[config.mk]
export PLATFORM = sky130hd
export DESIGN_NAME = ddc_host
export DESIGN_NICKNAME = d
export VERILOG_FILES = /design/src/hw/ddc_pkg.sv /design/src/hw/ddc_host.sv
export VERILOG_INCLUDE_DIRS = /design/src /design/src/hw
export SDC_FILE = /design/constraint.sdc
export NUM_CORES = 1
export LEC_CHECK = 0
export BUFFER_PORTS_ARGS = -buffer_cell sky130_fd_sc_hd__buf_2
export CORE_MARGIN = 2
export CORE_UTILIZATION = 45
export DETAILED_ROUTE_END_ITERATION = 6
export PLACE_DENSITY = 0.72
export SLEW_MARGIN = 0
export SYNTH_ARGS = -nofsm -noshare
export SYNTH_HDL_FRONTEND = slang
export SYNTH_SLANG_ARGS = --single-unit
export TNS_END_PERCENT = 50
[constraint.sdc]
create_clock -name clk -period 10.3 [get_ports clk]
set_input_delay 0 -clock clk [delete_from_list [all_inputs] [get_ports clk]]
set_output_delay 0 -clock clk [all_outputs]
set_load 0.02 [all_outputs]
[src/hw/ddc_map.svh]
// Behaviour
// - Read or write to a bank waits at least 16 ns after its activation.
// - Row stays open 36 ns minimum, closed by precharge before 70,000 ns; code forces the precharge 70,100 ns or more after activation.
// - Same-bank activations, or activation then auto refresh, spaced 52 ns minimum.
// - After auto refresh wait 60 ns before activation or another refresh.
// - Auto-precharge read or write no sooner than 16 ns after activation.
// - Activations to different banks spaced at least 8 ns.
// - After auto-precharge write, reactivation waits write recovery plus precharge, whole clocks.
// - At least 2 clocks from last write data to a read.
// - After self refresh exit, non-read commands wait at least 70 ns.
// - After self refresh exit, first read waits at least 200 clocks.
// - Auto refresh issued at average interval no longer than 7.8 us; code adds one owed refresh per 157 clk cycles (7.85 us).
// - Mode register set and any following command spaced 2 clocks minimum.
// - First write strobe latching edge 0.72 to 1.28 clocks after write.
// - Write strobe preamble may start with zero setup time.
// - Refreshes may be postponed, but never more than eight owed.
`ifndef DDC_MAP_SVH
`define DDC_MAP_SVH

// ----------------------------------------------------------------
// Clocking
// ----------------------------------------------------------------
`define DDC_CLK_NS       50
`define DDC_TCK_NS       (2 * `DDC_CLK_NS)
`define DDC_UP(ns)       (((ns) + `DDC_CLK_NS - 1) / `DDC_CLK_NS)
`define DDC_DOWN(ns)     ((ns) / `DDC_CLK_NS)
`define DDC_UP_TCK(ns)   (((ns) + `DDC_TCK_NS - 1) / `DDC_TCK_NS)

// ----------------------------------------------------------------
// Timing figures and derived cycle counts
// ----------------------------------------------------------------
`define DDC_RCD_NS       16
`define DDC_RCD_CYC      `DDC_UP(`DDC_RCD_NS)
`define DDC_RAS_MIN_NS   36
`define DDC_RAS_MIN_CYC  `DDC_UP(`DDC_RAS_MIN_NS)
`define DDC_RAS_MAX_NS   70000
`define DDC_RAS_MAX_CYC  `DDC_DOWN(`DDC_RAS_MAX_NS)
`define DDC_RC_NS        52
`define DDC_RC_CYC       `DDC_UP(`DDC_RC_NS)
`define DDC_RFC_NS       60
`define DDC_RFC_CYC      `DDC_UP(`DDC_RFC_NS)
`define DDC_RRD_NS       8
`define DDC_RRD_CYC      `DDC_UP(`DDC_RRD_NS)
`define DDC_WR_NS        15
`define DDC_WR_CYC       `DDC_UP(`DDC_WR_NS)
`define DDC_RP_NS        16
`define DDC_RP_CYC       `DDC_UP(`DDC_RP_NS)
`define DDC_DAL_CYC      (2 * (`DDC_UP_TCK(`DDC_WR_NS) + `DDC_UP_TCK(`DDC_RP_NS)))
`define DDC_WTR_TCK      2
`define DDC_WRDATA_CYC   4
`define DDC_WTR_CYC      (`DDC_WRDATA_CYC + 2 * `DDC_WTR_TCK)
`define DDC_XSNR_NS      70
`define DDC_XSNR_CYC     `DDC_UP(`DDC_XSNR_NS)
`define DDC_XSRD_TCK     200
`define DDC_XSRD_CYC     (2 * `DDC_XSRD_TCK)
`define DDC_REFI_NS      7800
`define DDC_REFI_CYC     `DDC_DOWN(`DDC_REFI_NS)
`define DDC_MRD_TCK      2
`define DDC_MRD_CYC      (2 * `DDC_MRD_TCK)
`define DDC_OWED_MAX     8

// ----------------------------------------------------------------
// Command pin codes {ras_n, cas_n, we_n}
// ----------------------------------------------------------------
`define DDC_PIN_NOP      3'h7
`define DDC_PIN_ACT      3'h3
`define DDC_PIN_RD       3'h5
`define DDC_PIN_WR       3'h4
`define DDC_PIN_PRE      3'h2
`define DDC_PIN_REF      3'h1
`define DDC_PIN_MRS      3'h0

`endif

[src/hw/ddc_pkg.sv]
package ddc_pkg;

  typedef logic [10:0] ddc_ctr_t;

  typedef enum logic [2:0] {
    CMD_ACT = 3'h0,
    CMD_RD  = 3'h1,
    CMD_WR  = 3'h2,
    CMD_PRE = 3'h3,
    CMD_REF = 3'h4,
    CMD_MRS = 3'h5,
    CMD_SRE = 3'h6,
    CMD_SRX = 3'h7
  } ddc_cmd_t;

  typedef enum logic [1:0] {
    ST_RUN  = 2'h1,
    ST_SREF = 2'h2
  } ddc_state_t;

  typedef struct packed {
    ddc_cmd_t    cmd;
    logic [1:0]  bank;
    logic        autoclose;
    logic [12:0] addr;
  } ddc_req_t;

  typedef struct packed {
    logic        ck;
    logic        ck_n;
    logic        cke;
    logic        cs_n;
    logic        ras_n;
    logic        cas_n;
    logic        we_n;
    logic [1:0]  ba;
    logic [12:0] a;
    logic        dqs_o;
    logic        dqs_oe;
  } ddc_pins_t;

endpackage

[src/hw/ddc_host.sv]
`timescale 1ns/1ps
`include "ddc_map.svh"

module ddc_host
  import ddc_pkg::*;
(
  // Clock and reset
  input  wire logic       clk,
  input  wire logic       reset_n,
  input  wire logic       ce,
  // Command request
  input  wire logic       req_valid,
  input  wire ddc_req_t   req,
  // Request answer
  output logic            done_q,
  output logic            err_q,
  output logic [3:0]      owed_q,
  // Memory pins
  output ddc_pins_t       pins_q
);

  // ----------------------------------------------------------------
  // Helpers
  // ----------------------------------------------------------------
  function automatic ddc_ctr_t dec(input ddc_ctr_t x);
    dec = (x == '0) ? '0 : x - 11'h1;
  endfunction

  function automatic ddc_ctr_t maxc(input ddc_ctr_t x, input ddc_ctr_t y);
    maxc = (x > y) ? x : y;
  endfunction

  // ----------------------------------------------------------------
  // State
  // ----------------------------------------------------------------
  ddc_state_t st_q;
  logic [3:0] open_q;
  ddc_ctr_t   act_blk_q [4];
  ddc_ctr_t   rw_blk_q  [4];
  ddc_ctr_t   pre_blk_q [4];
  ddc_ctr_t   rasmax_q  [4];
  ddc_ctr_t   rrd_q, rfc_q, wtr_q, mrd_q, xsnr_q, xsrd_q, refi_q;
  logic [2:0] wseq_q;

  // ----------------------------------------------------------------
  // Issue decision
  // ----------------------------------------------------------------
  logic       slot, any_open, ref_ok, issue, illegal, from_user;
  ddc_cmd_t   icmd;
  logic [1:0] ibank;
  logic       iap;
  logic [1:0] fbank;
  logic       fpre;

  assign slot     = ce && pins_q.ck;
  assign any_open = |open_q;
  assign ref_ok   = (act_blk_q[0] == '0) && (act_blk_q[1] == '0) &&
                    (act_blk_q[2] == '0) && (act_blk_q[3] == '0) &&
                    (rfc_q == '0) && (mrd_q == '0) && (xsnr_q == '0);

  always_comb begin
    fpre  = 1'b0;
    fbank = 2'h0;
    for (int b = 3; b >= 0; b--) begin
      // Close rows held too long, or all rows when refresh debt is full
      if (open_q[b] && pre_blk_q[b] == '0 && mrd_q == '0 &&
          (rasmax_q[b] == '0 || owed_q == 4'(`DDC_OWED_MAX))) begin
        fpre  = 1'b1;
        fbank = 2'(b);
      end
    end
  end

  always_comb begin
    issue     = 1'b0;
    illegal   = 1'b0;
    from_user = 1'b0;
    icmd      = req.cmd;
    ibank     = req.bank;
    iap       = req.autoclose;
    if (!slot) begin
      issue = 1'b0;
    end else if (st_q == ST_RUN && fpre) begin
      issue = 1'b1;
      icmd  = CMD_PRE;
      ibank = fbank;
      iap   = 1'b0;
    end else if (st_q == ST_RUN && owed_q != 4'h0 && !any_open && ref_ok &&
                 (!req_valid || owed_q == 4'(`DDC_OWED_MAX))) begin
      issue = 1'b1;
      icmd  = CMD_REF;
      iap   = 1'b0;
    end else if (st_q == ST_RUN && owed_q == 4'(`DDC_OWED_MAX)) begin
      // Full debt: user waits until the forced refresh lands
      issue = 1'b0;
    end else if (req_valid && st_q == ST_SREF) begin
      illegal   = (req.cmd != CMD_SRX);
      issue     = (req.cmd == CMD_SRX);
      from_user = 1'b1;
    end else if (req_valid) begin
      from_user = 1'b1;
      case (req.cmd)
        CMD_ACT: begin
          illegal = open_q[req.bank];
          issue   = !illegal && act_blk_q[req.bank] == '0 && rrd_q == '0 &&
                    rfc_q == '0 && mrd_q == '0 && xsnr_q == '0;
        end
        CMD_RD: begin
          illegal = !open_q[req.bank];
          issue   = !illegal && rw_blk_q[req.bank] == '0 && wtr_q == '0 &&
                    xsrd_q == '0 && mrd_q == '0;
        end
        CMD_WR: begin
          illegal = !open_q[req.bank];
          issue   = !illegal && rw_blk_q[req.bank] == '0 && wseq_q == 3'h0 &&
                    xsnr_q == '0 && mrd_q == '0;
        end
        CMD_PRE: begin
          illegal = !open_q[req.bank];
          issue   = !illegal && pre_blk_q[req.bank] == '0 &&
                    xsnr_q == '0 && mrd_q == '0;
        end
        CMD_REF, CMD_SRE: begin
          illegal = any_open;
          issue   = !illegal && ref_ok;
        end
        CMD_MRS: begin
          illegal = any_open;
          issue   = !illegal && mrd_q == '0 && xsnr_q == '0;
        end
        default: begin
          illegal = 1'b1;
          issue   = 1'b0;
        end
      endcase
    end
  end

  // ----------------------------------------------------------------
  // Run and self refresh mode
  // ----------------------------------------------------------------
  always_ff @(posedge clk) begin
    if (!reset_n) begin
      st_q <= ST_RUN;
    end else if (ce && issue) begin
      if (icmd == CMD_SRE) begin
        st_q <= ST_SREF;
      end else if (icmd == CMD_SRX) begin
        st_q <= ST_RUN;
      end
    end
  end

  // ----------------------------------------------------------------
  // Per-bank timers
  // ----------------------------------------------------------------
  always_ff @(posedge clk) begin
    if (!reset_n) begin
      open_q <= 4'h0;
      for (int b = 0; b < 4; b++) begin
        act_blk_q[b] <= '0;
        rw_blk_q[b]  <= '0;
        pre_blk_q[b] <= '0;
        rasmax_q[b]  <= '0;
      end
    end else if (ce) begin
      for (int b = 0; b < 4; b++) begin
        act_blk_q[b] <= dec(act_blk_q[b]);
        rw_blk_q[b]  <= dec(rw_blk_q[b]);
        pre_blk_q[b] <= dec(pre_blk_q[b]);
        rasmax_q[b]  <= dec(rasmax_q[b]);
        if (issue && ibank == 2'(b)) begin
          case (icmd)
            CMD_ACT: begin
              open_q[b]    <= 1'b1;
              rw_blk_q[b]  <= 11'(`DDC_RCD_CYC);
              pre_blk_q[b] <= 11'(`DDC_RAS_MIN_CYC);
              act_blk_q[b] <= 11'(`DDC_RC_CYC);
              rasmax_q[b]  <= 11'(`DDC_RAS_MAX_CYC);
            end
            CMD_RD: begin
              if (iap) begin
                open_q[b]    <= 1'b0;
                act_blk_q[b] <= maxc(act_blk_q[b], pre_blk_q[b] + 11'(`DDC_RP_CYC));
              end
            end
            CMD_WR: begin
              pre_blk_q[b] <= maxc(pre_blk_q[b], 11'(`DDC_WRDATA_CYC + `DDC_WR_CYC));
              if (iap) begin
                open_q[b]    <= 1'b0;
                act_blk_q[b] <= maxc(act_blk_q[b],
                                     11'(`DDC_WRDATA_CYC + `DDC_DAL_CYC));
              end
            end
            CMD_PRE: begin
              open_q[b]    <= 1'b0;
              act_blk_q[b] <= maxc(act_blk_q[b], 11'(`DDC_RP_CYC));
            end
            default: begin
              open_q[b] <= open_q[b];
            end
          endcase
        end
      end
    end
  end

  // ----------------------------------------------------------------
  // Shared timers
  // ----------------------------------------------------------------
  always_ff @(posedge clk) begin
    if (!reset_n) begin
      rrd_q  <= '0;
      rfc_q  <= '0;
      wtr_q  <= '0;
      mrd_q  <= '0;
      xsnr_q <= '0;
      xsrd_q <= '0;
    end else if (ce) begin
      rrd_q  <= (issue && icmd == CMD_ACT) ? 11'(`DDC_RRD_CYC) : dec(rrd_q);
      rfc_q  <= (issue && icmd == CMD_REF) ? 11'(`DDC_RFC_CYC) : dec(rfc_q);
      wtr_q  <= (issue && icmd == CMD_WR) ? 11'(`DDC_WTR_CYC) : dec(wtr_q);
      mrd_q  <= (issue && icmd == CMD_MRS) ? 11'(`DDC_MRD_CYC) : dec(mrd_q);
      xsnr_q <= (issue && icmd == CMD_SRX) ? 11'(`DDC_XSNR_CYC) : dec(xsnr_q);
      xsrd_q <= (issue && icmd == CMD_SRX) ? 11'(`DDC_XSRD_CYC) : dec(xsrd_q);
    end
  end

  // ----------------------------------------------------------------
  // Refresh debt
  // ----------------------------------------------------------------
  logic refi_tick, ref_issue;
  assign refi_tick = (st_q == ST_RUN) && (refi_q == '0);
  assign ref_issue = issue && icmd == CMD_REF;

  always_ff @(posedge clk) begin
    if (!reset_n) begin
      refi_q <= 11'(`DDC_REFI_CYC);
      owed_q <= 4'h0;
    end else if (ce) begin
      // Device refreshes itself while in self refresh, so debt is dropped
      if (st_q == ST_SREF || (issue && icmd == CMD_SRE)) begin
        refi_q <= 11'(`DDC_REFI_CYC);
        owed_q <= 4'h0;
      end else begin
        refi_q <= refi_tick ? 11'(`DDC_REFI_CYC) : dec(refi_q);
        if (refi_tick && !ref_issue && owed_q != 4'(`DDC_OWED_MAX)) begin
          owed_q <= owed_q + 4'h1;
        end else if (!refi_tick && ref_issue && owed_q != 4'h0) begin
          // A user refresh with no debt must not wrap the count
          owed_q <= owed_q - 4'h1;
        end
      end
    end
  end

  // ----------------------------------------------------------------
  // Pins, strobe and answer
  // ----------------------------------------------------------------
  always_ff @(posedge clk) begin
    if (!reset_n) begin
      pins_q <= '{ck: 1'b0, ck_n: 1'b1, cke: 1'b1, cs_n: 1'b1, ras_n: 1'b1,
                  cas_n: 1'b1, we_n: 1'b1, ba: 2'h0, a: 13'h0000,
                  dqs_o: 1'b0, dqs_oe: 1'b0};
      wseq_q <= 3'h0;
      done_q <= 1'b0;
      err_q  <= 1'b0;
    end else if (ce) begin
      pins_q.ck   <= ~pins_q.ck;
      pins_q.ck_n <= pins_q.ck;
      done_q      <= from_user && (issue || illegal);
      err_q       <= from_user && illegal;
      // Command pins change with a falling memory clock edge and hold a whole clock
      if (slot) begin
        pins_q.cs_n <= 1'b0;
        {pins_q.ras_n, pins_q.cas_n, pins_q.we_n} <= `DDC_PIN_NOP;
        if (issue) begin
          pins_q.ba <= ibank;
          pins_q.a  <= req.addr;
          case (icmd)
            CMD_ACT: {pins_q.ras_n, pins_q.cas_n, pins_q.we_n} <= `DDC_PIN_ACT;
            CMD_RD:  {pins_q.ras_n, pins_q.cas_n, pins_q.we_n} <= `DDC_PIN_RD;
            CMD_WR:  {pins_q.ras_n, pins_q.cas_n, pins_q.we_n} <= `DDC_PIN_WR;
            CMD_PRE: {pins_q.ras_n, pins_q.cas_n, pins_q.we_n} <= `DDC_PIN_PRE;
            CMD_MRS: {pins_q.ras_n, pins_q.cas_n, pins_q.we_n} <= `DDC_PIN_MRS;
            CMD_SRX: pins_q.cke <= 1'b1;
            default: {pins_q.ras_n, pins_q.cas_n, pins_q.we_n} <= `DDC_PIN_REF;
          endcase
          if (icmd == CMD_SRE) begin
            pins_q.cke <= 1'b0;
          end
          if (icmd == CMD_RD || icmd == CMD_WR) begin
            pins_q.a[10] <= iap;
          end else if (icmd == CMD_PRE) begin
            pins_q.a[10] <= 1'b0;
          end
        end
      end
      // Strobe: half-clock low preamble, one high phase, whole-clock postamble
      wseq_q <= (issue && icmd == CMD_WR) ? 3'h1 :
                (wseq_q == 3'h5) ? 3'h0 :
                (wseq_q != 3'h0) ? wseq_q + 3'h1 : 3'h0;
      pins_q.dqs_oe <= (wseq_q >= 3'h2) && (wseq_q <= 3'h5);
      pins_q.dqs_o  <= (wseq_q == 3'h3);
    end
  end

endmodule

## After elaboration in Yosys (flattened, before gate mapping)

Memories as Yosys holds them, arrays and structs flattened.
Cells that the tools add are included.

- Bits in registers: 116
- Bits in writable memories: 176
- Input port bits: 23
- Output and inout bits: 30
- Logic and storage cells: 518
- Memories: 4

Memories:

| name | words | bits a word | read ports | clocked after Yosys merged registers in | write ports | line | text |
|---|---|---|---|---|---|---|---|
| act_blk_q | 4 | 11 | 5 | 0 | 4 | ddc_host.sv:38 | `ddc_ctr_t act_blk_q [4];` |
| pre_blk_q | 4 | 11 | 5 | 0 | 4 | ddc_host.sv:40 | `ddc_ctr_t pre_blk_q [4];` |
| rasmax_q | 4 | 11 | 4 | 0 | 4 | ddc_host.sv:41 | `ddc_ctr_t rasmax_q [4];` |
| rw_blk_q | 4 | 11 | 5 | 0 | 4 | ddc_host.sv:39 | `ddc_ctr_t rw_blk_q [4];` |

- $add $sub $neg: 30
- $lt $le $gt $ge: 19
- Equal/unequal tests: 25
- Multiplexer cells: 239
- Bitwise gates (word level): 49
- Reduce and logical (&&, ||, !) cells: 125

Operators by type and width:

| cell | number |
|---|---|
| 11-bit 2-to-1 mux | 95 |
| 11-bit zero test | 26 |
| 11-bit by 1-bit subtractor with 11-bit output, second input constant | 23 |
| 1-bit 2-to-1 mux | 121 |
| 1-bit logical AND | 63 |
| 1-bit OR | 48 |
| 11-bit by 1-bit adder with 11-bit output, second input constant | 4 |
| 11-bit by 1-bit greater-than comparator with 1-bit output, second input constant | 4 |
| 11-bit greater-than comparator | 4 |
| 11-bit by 3-bit greater-than comparator with 1-bit output, second input constant | 4 |
| 11-bit by 4-bit greater-than comparator with 1-bit output, second input constant | 4 |
| 3-bit == test, second input constant | 9 |
| 4-bit AND reduction | 5 |
| 18-bit 2-to-1 mux | 1 |
| 3-bit 2-to-1 mux | 6 |
| 3-bit case mux with 6 select lines | 1 |
| 2-bit 2-to-1 mux | 8 |
| 3-bit by 2-bit == test with 1-bit output, second input constant | 5 |
| 4-bit 2-to-1 mux | 3 |
| 3-bit zero test | 3 |
| 3-bit nonzero test | 3 |
| 1-bit logical OR | 8 |
| 2-bit == test, second input constant | 3 |
| 3-bit by 1-bit == test with 1-bit output, second input constant | 2 |
| 24 further kinds | 34 |

## Logic depth before layout (Yosys ltp)

- Word-level depth: 24
- Depth in mapped cells: 18
- Depth with buffers taken out: 17

## Worst setup path before layout

OpenSTA, ideal clock, no wires.

- Path kind: input -> register
- From: input port reset_n
- To: memory act_blk_q[2][0] in the netlist's numbering, enable pin
- Data arrival time: 4109 ps
- Data required time: 9917 ps
- Path slack: 5809 ps
- Stages on the path: 7
- Cells stage by stage: clkbuf_1 clkinv_1 nor2_1 inv_1 clkbuf_1 o41ai_1 a21oi_1

RTL lines:

| what | line | text |
|---|---|---|
| start, declared | ddc_host.sv:9 | `input wire logic reset_n,` |
| end, declared | ddc_host.sv:38 |  |

==> metrics.md <==
| Metric | Value |
|---|---|
| Status | `complete, no violations` |
| Leakage | `7.87 nW` |
| Part of the power in combinational logic | `0.283` |
| Clock skew | `0.0302 ns` |
| Slowest stage delay, CP | `0.79 ns` |
| Library cells used by synthesis | `95` |
| Top-area cell type share of the netlist area | `0.287` |
| Pin count of the biggest net entering global routing | `62` |
| Sw Ratio | `0.347` |
| H-tree depth | `2` |
| Yosys reg bits | `292` |
| Layout Cells excl Fill | `2,715` |
| Cell Rows | `74` |
| CP Max Fanout | `24` |
| Die footprint | `0.0425 sq mm` |
| Num CTS Buffers | `35` |
| First-pass GRT wire length | `76,200 um` |
| Most used DFF post-synth | `edfxtp_1` |
| Clk pwr share | `0.321` |
| Synth top area cells | `edfxtp_1 (29%), dfxtp_1 (13%), ha_1 (6.5%), nor2_1 (5.7%), nand2_1 (5.2%)` |
| Final worst setup slack | `5.16 ns` |
| Power Density | `198 mW/mm^2` |
| Clock Tree Buf Depth | `3` |
| I/O Pins | `53` |
| Crit Path Class | `flop to flop` |
| CP required | `10.58 ns` |
| Placed Area | `0.0191 sq mm` |
| Clock Latency Late Sink | `0.57 ns` |
| Syn_nets | `2,231` |
| Die Width | `206 um` |
| Critical Path End Type | `flop` |
| Bufs and invs on worst path | `1` |
| Tot Pwr | `4.05 mW` |
| Sequential cell area | `0.00761 sq mm` |
| Initial Utilization | `0.454` |
| Core ar. | `0.0406 sq mm` |
| Vias | `16,100` |
| Setup violators final | `0` |
| Hold Vio Cnt, Final | `0` |
| Slew @ Worst Pin | `1.18 ns` |
| Area Overhead vs Synth | `11.4%` |
| Fin crit share | `0.499` |
| Initial antenna violation count | `3` |
| Number of remaining DRC errors | `0` |
| Sequential element share of the synthesized area | `0.414` |
| Multi-input gate area | `0.0102 sq mm` |
| Max Fclk | `195 MHz` |
| CTS sink count | `292` |
| Routed Antenna Nets | `0` |
| Crit-path most repeated cell | `or4b_1` |
| FILL cells | `3,732` |
| Drt initial violations | `1,412` |
| GR Util All Layers | `0.222` |
| Post-Synthesis Cells | `2,112` |
| Startpoint types | `flop` |
| Max-capacitance violation count | `0` |
| Final RePlAce weighted congestion | `1.01` |
| Cell area after layout | `0.0205 sq mm` |
| GRT Residual Overflow | `0` |
| Critical-path cell list | `inv_1, ha_1, or4b_1, or4b_1, a211oi_2, o41ai_1, nand3_1, o211a_1, nand4_1, and3_1, nand2_1, nor2_1` |
| Placed cells | `2,633` |
| Count leader, synth | `nor2_1` |
| Resize count post-CTS | `0` |
| Slew margin rel. | `0.201` |
| Post-synth EDFFs | `176` |
| CP delay by family, top | `simple AND/OR/NAND/NOR gates` |
| Sequential power share | `0.396` |
| Critical path arrival | `5.42 ns` |
| Layout cells sized above 1 | `0.0761` |
| Fin Setup TNS | `0 ns` |
| Post-layout nets | `2,274` |
| Dpl ws | `5.23 ns` |
| Drt pass-1 iters | `7` |
| NetSw | `1.41 mW` |
| Synth warnings | `0` |
| Worst vdd ir | `0.000209 V` |
| Slowest CP cell | `o211a_1` |
| RSZ-0062 raised after global routing | `false` |
| Post-detail-place hpwl | `33,800 um` |
| Int Power | `2.65 mW` |
| Hold crit path type | `input pin to flop` |
| Final WL | `47,700 um` |
| DR vias/cell | `5.95` |
| Buffers on Ports | `52` |
| Syn Std Cell Area | `0.0184 sq mm` |
| Min Hold Slack | `0.0206 ns` |
| CTS tree | `done` |
| Top post-synthesis cells by count | `nor2_1 (278), nand2_1 (257), edfxtp_1 (176)` |
| Core Util, Final | `0.505` |
| Reg clk slew, reported paths | `0.06 ns` |
| Die H | `206 um` |
| Clock root cell | `clkbuf_16` |
| Routed length per placed instance | `17.6 um` |
| Fin crit period | `5.14 ns` |
| Fin. max-slew vios | `0` |
| Vias in the first global route | `15,200` |
| Avg Cell Area, Syn | `8.71 sq um` |
| Area leader, netlist | `edfxtp_1` |
| Asr flop ratio synth | `0` |
==> routing by layer <==
metal / global-route usage / routed length (um)
met5: 0 / 21
met3: 0.0478 / 3570
met2: 0.361 / 22100
met1: 0.280 / 20100
met4: 0.104 / 1950
==> power groups by stage <==
stage                     clock (mW)  sequential [mW]  combinational (mW)
after global placement             0             1.61                1.09
after detailed placement           0             1.62                1.12
after floorplan                    0             1.56               0.898
after global routing            1.36             1.63                1.28
after CTS                       1.32             1.60                1.13
final                           1.30             1.61                1.15
==> worst register-to-register path: stages (launching register included) <==
cell and delay [ns]:
edfxtp_1 0.42, inv_1 0.10, ha_1 0.20, or4b_1 0.51, or4b_1 0.77, a211oi_2 0.42
o41ai_1 0.16, nand3_1 0.26, o211a_1 0.79, nand4_1 0.53, and3_1 0.38, nand2_1 0.24
nor2_1 0.09
==> logic make-up (layout without fill, tap and decap cells) <==
logic type | count (synthesis) | in the layout | share of synthesized area
AND/OR/NAND/NOR | 970 | 970 | 0.258
AO/OA/AOI/OAI | 435 | 435 | 0.148
flip-flops | 292 | 292 | 0.414
XOR/XNOR | 165 | 165 | 0.0786
buffers and inverters | 148 | 218 | 0.0316
adder cells (fa/ha/maj) | 96 | 96 | 0.0657
multiplexers | 6 | 6 | 0.00401
other | 0 | 1 | 0
==> worst paths after layout <==
path / cells after the start / startpoint / slack (ns) / to
max: 12 / rasmax_q[2][0] / 5.16 / pre_blk_q[1][7]
min: 3 / ce / 0.02 / wtr_q[10]
max reg2reg: 12 / rasmax_q[2][0] / 5.16 / pre_blk_q[1][7]
min reg2reg: 2 / wtr_q[10] / 0.43 / wtr_q[10]
==> sequential cells by signal, summed over array words and instances, names as in the netlist <==
register and cells:
act_blk_q 44, mrd_q 11, pins_q 24, done_q 1
rfc_q 11, xsrd_q 11, wseq_q 3, rw_blk_q 44
err_q 1, refi_q 11, open_q 4, rasmax_q 44
owed_q 4, rrd_q 11, st_q 2, pre_blk_q 44
xsnr_q 11, wtr_q 11
==> final cells by class <==
cell class | instances | area share
multi-input combinational | 1672 | 0.499
antenna | 1 | 0.000122
sequential | 292 | 0.371
timing repair buffer | 82 | 0.0258
tap | 532 | 0.0325
inverter | 72 | 0.0133
clock buffer | 46 | 0.0457
clock inverter | 18 | 0.0128
==> timing repair <==
action | in CTS | in global routing
endpoints found under the hold margin | 29 | 0
hold buffers | 17 | 0
setup buffers | 0 | 0
==> cell usage in the layout, fill, tap and decap left out, types with 35 or more instances in the layout <==
| cell | instances |
|---|---|
| a21oi_1 | 135 |
| buf_2 | 52 |
| clkbuf_16 | 35 |
| dfxtp_1 | 116 |
| edfxtp_1 | 176 |
| ha_1 | 95 |
| inv_1 | 70 |
| nand2_1 | 256 |
| nand3_1 | 76 |
| nand4_1 | 38 |
| nor2_1 | 277 |
| nor3_1 | 78 |
| nor4_1 | 60 |
| o21ai_0 | 122 |
| xnor2_1 | 89 |
| xor2_1 | 76 |
(Power assumes the default switching activity.)
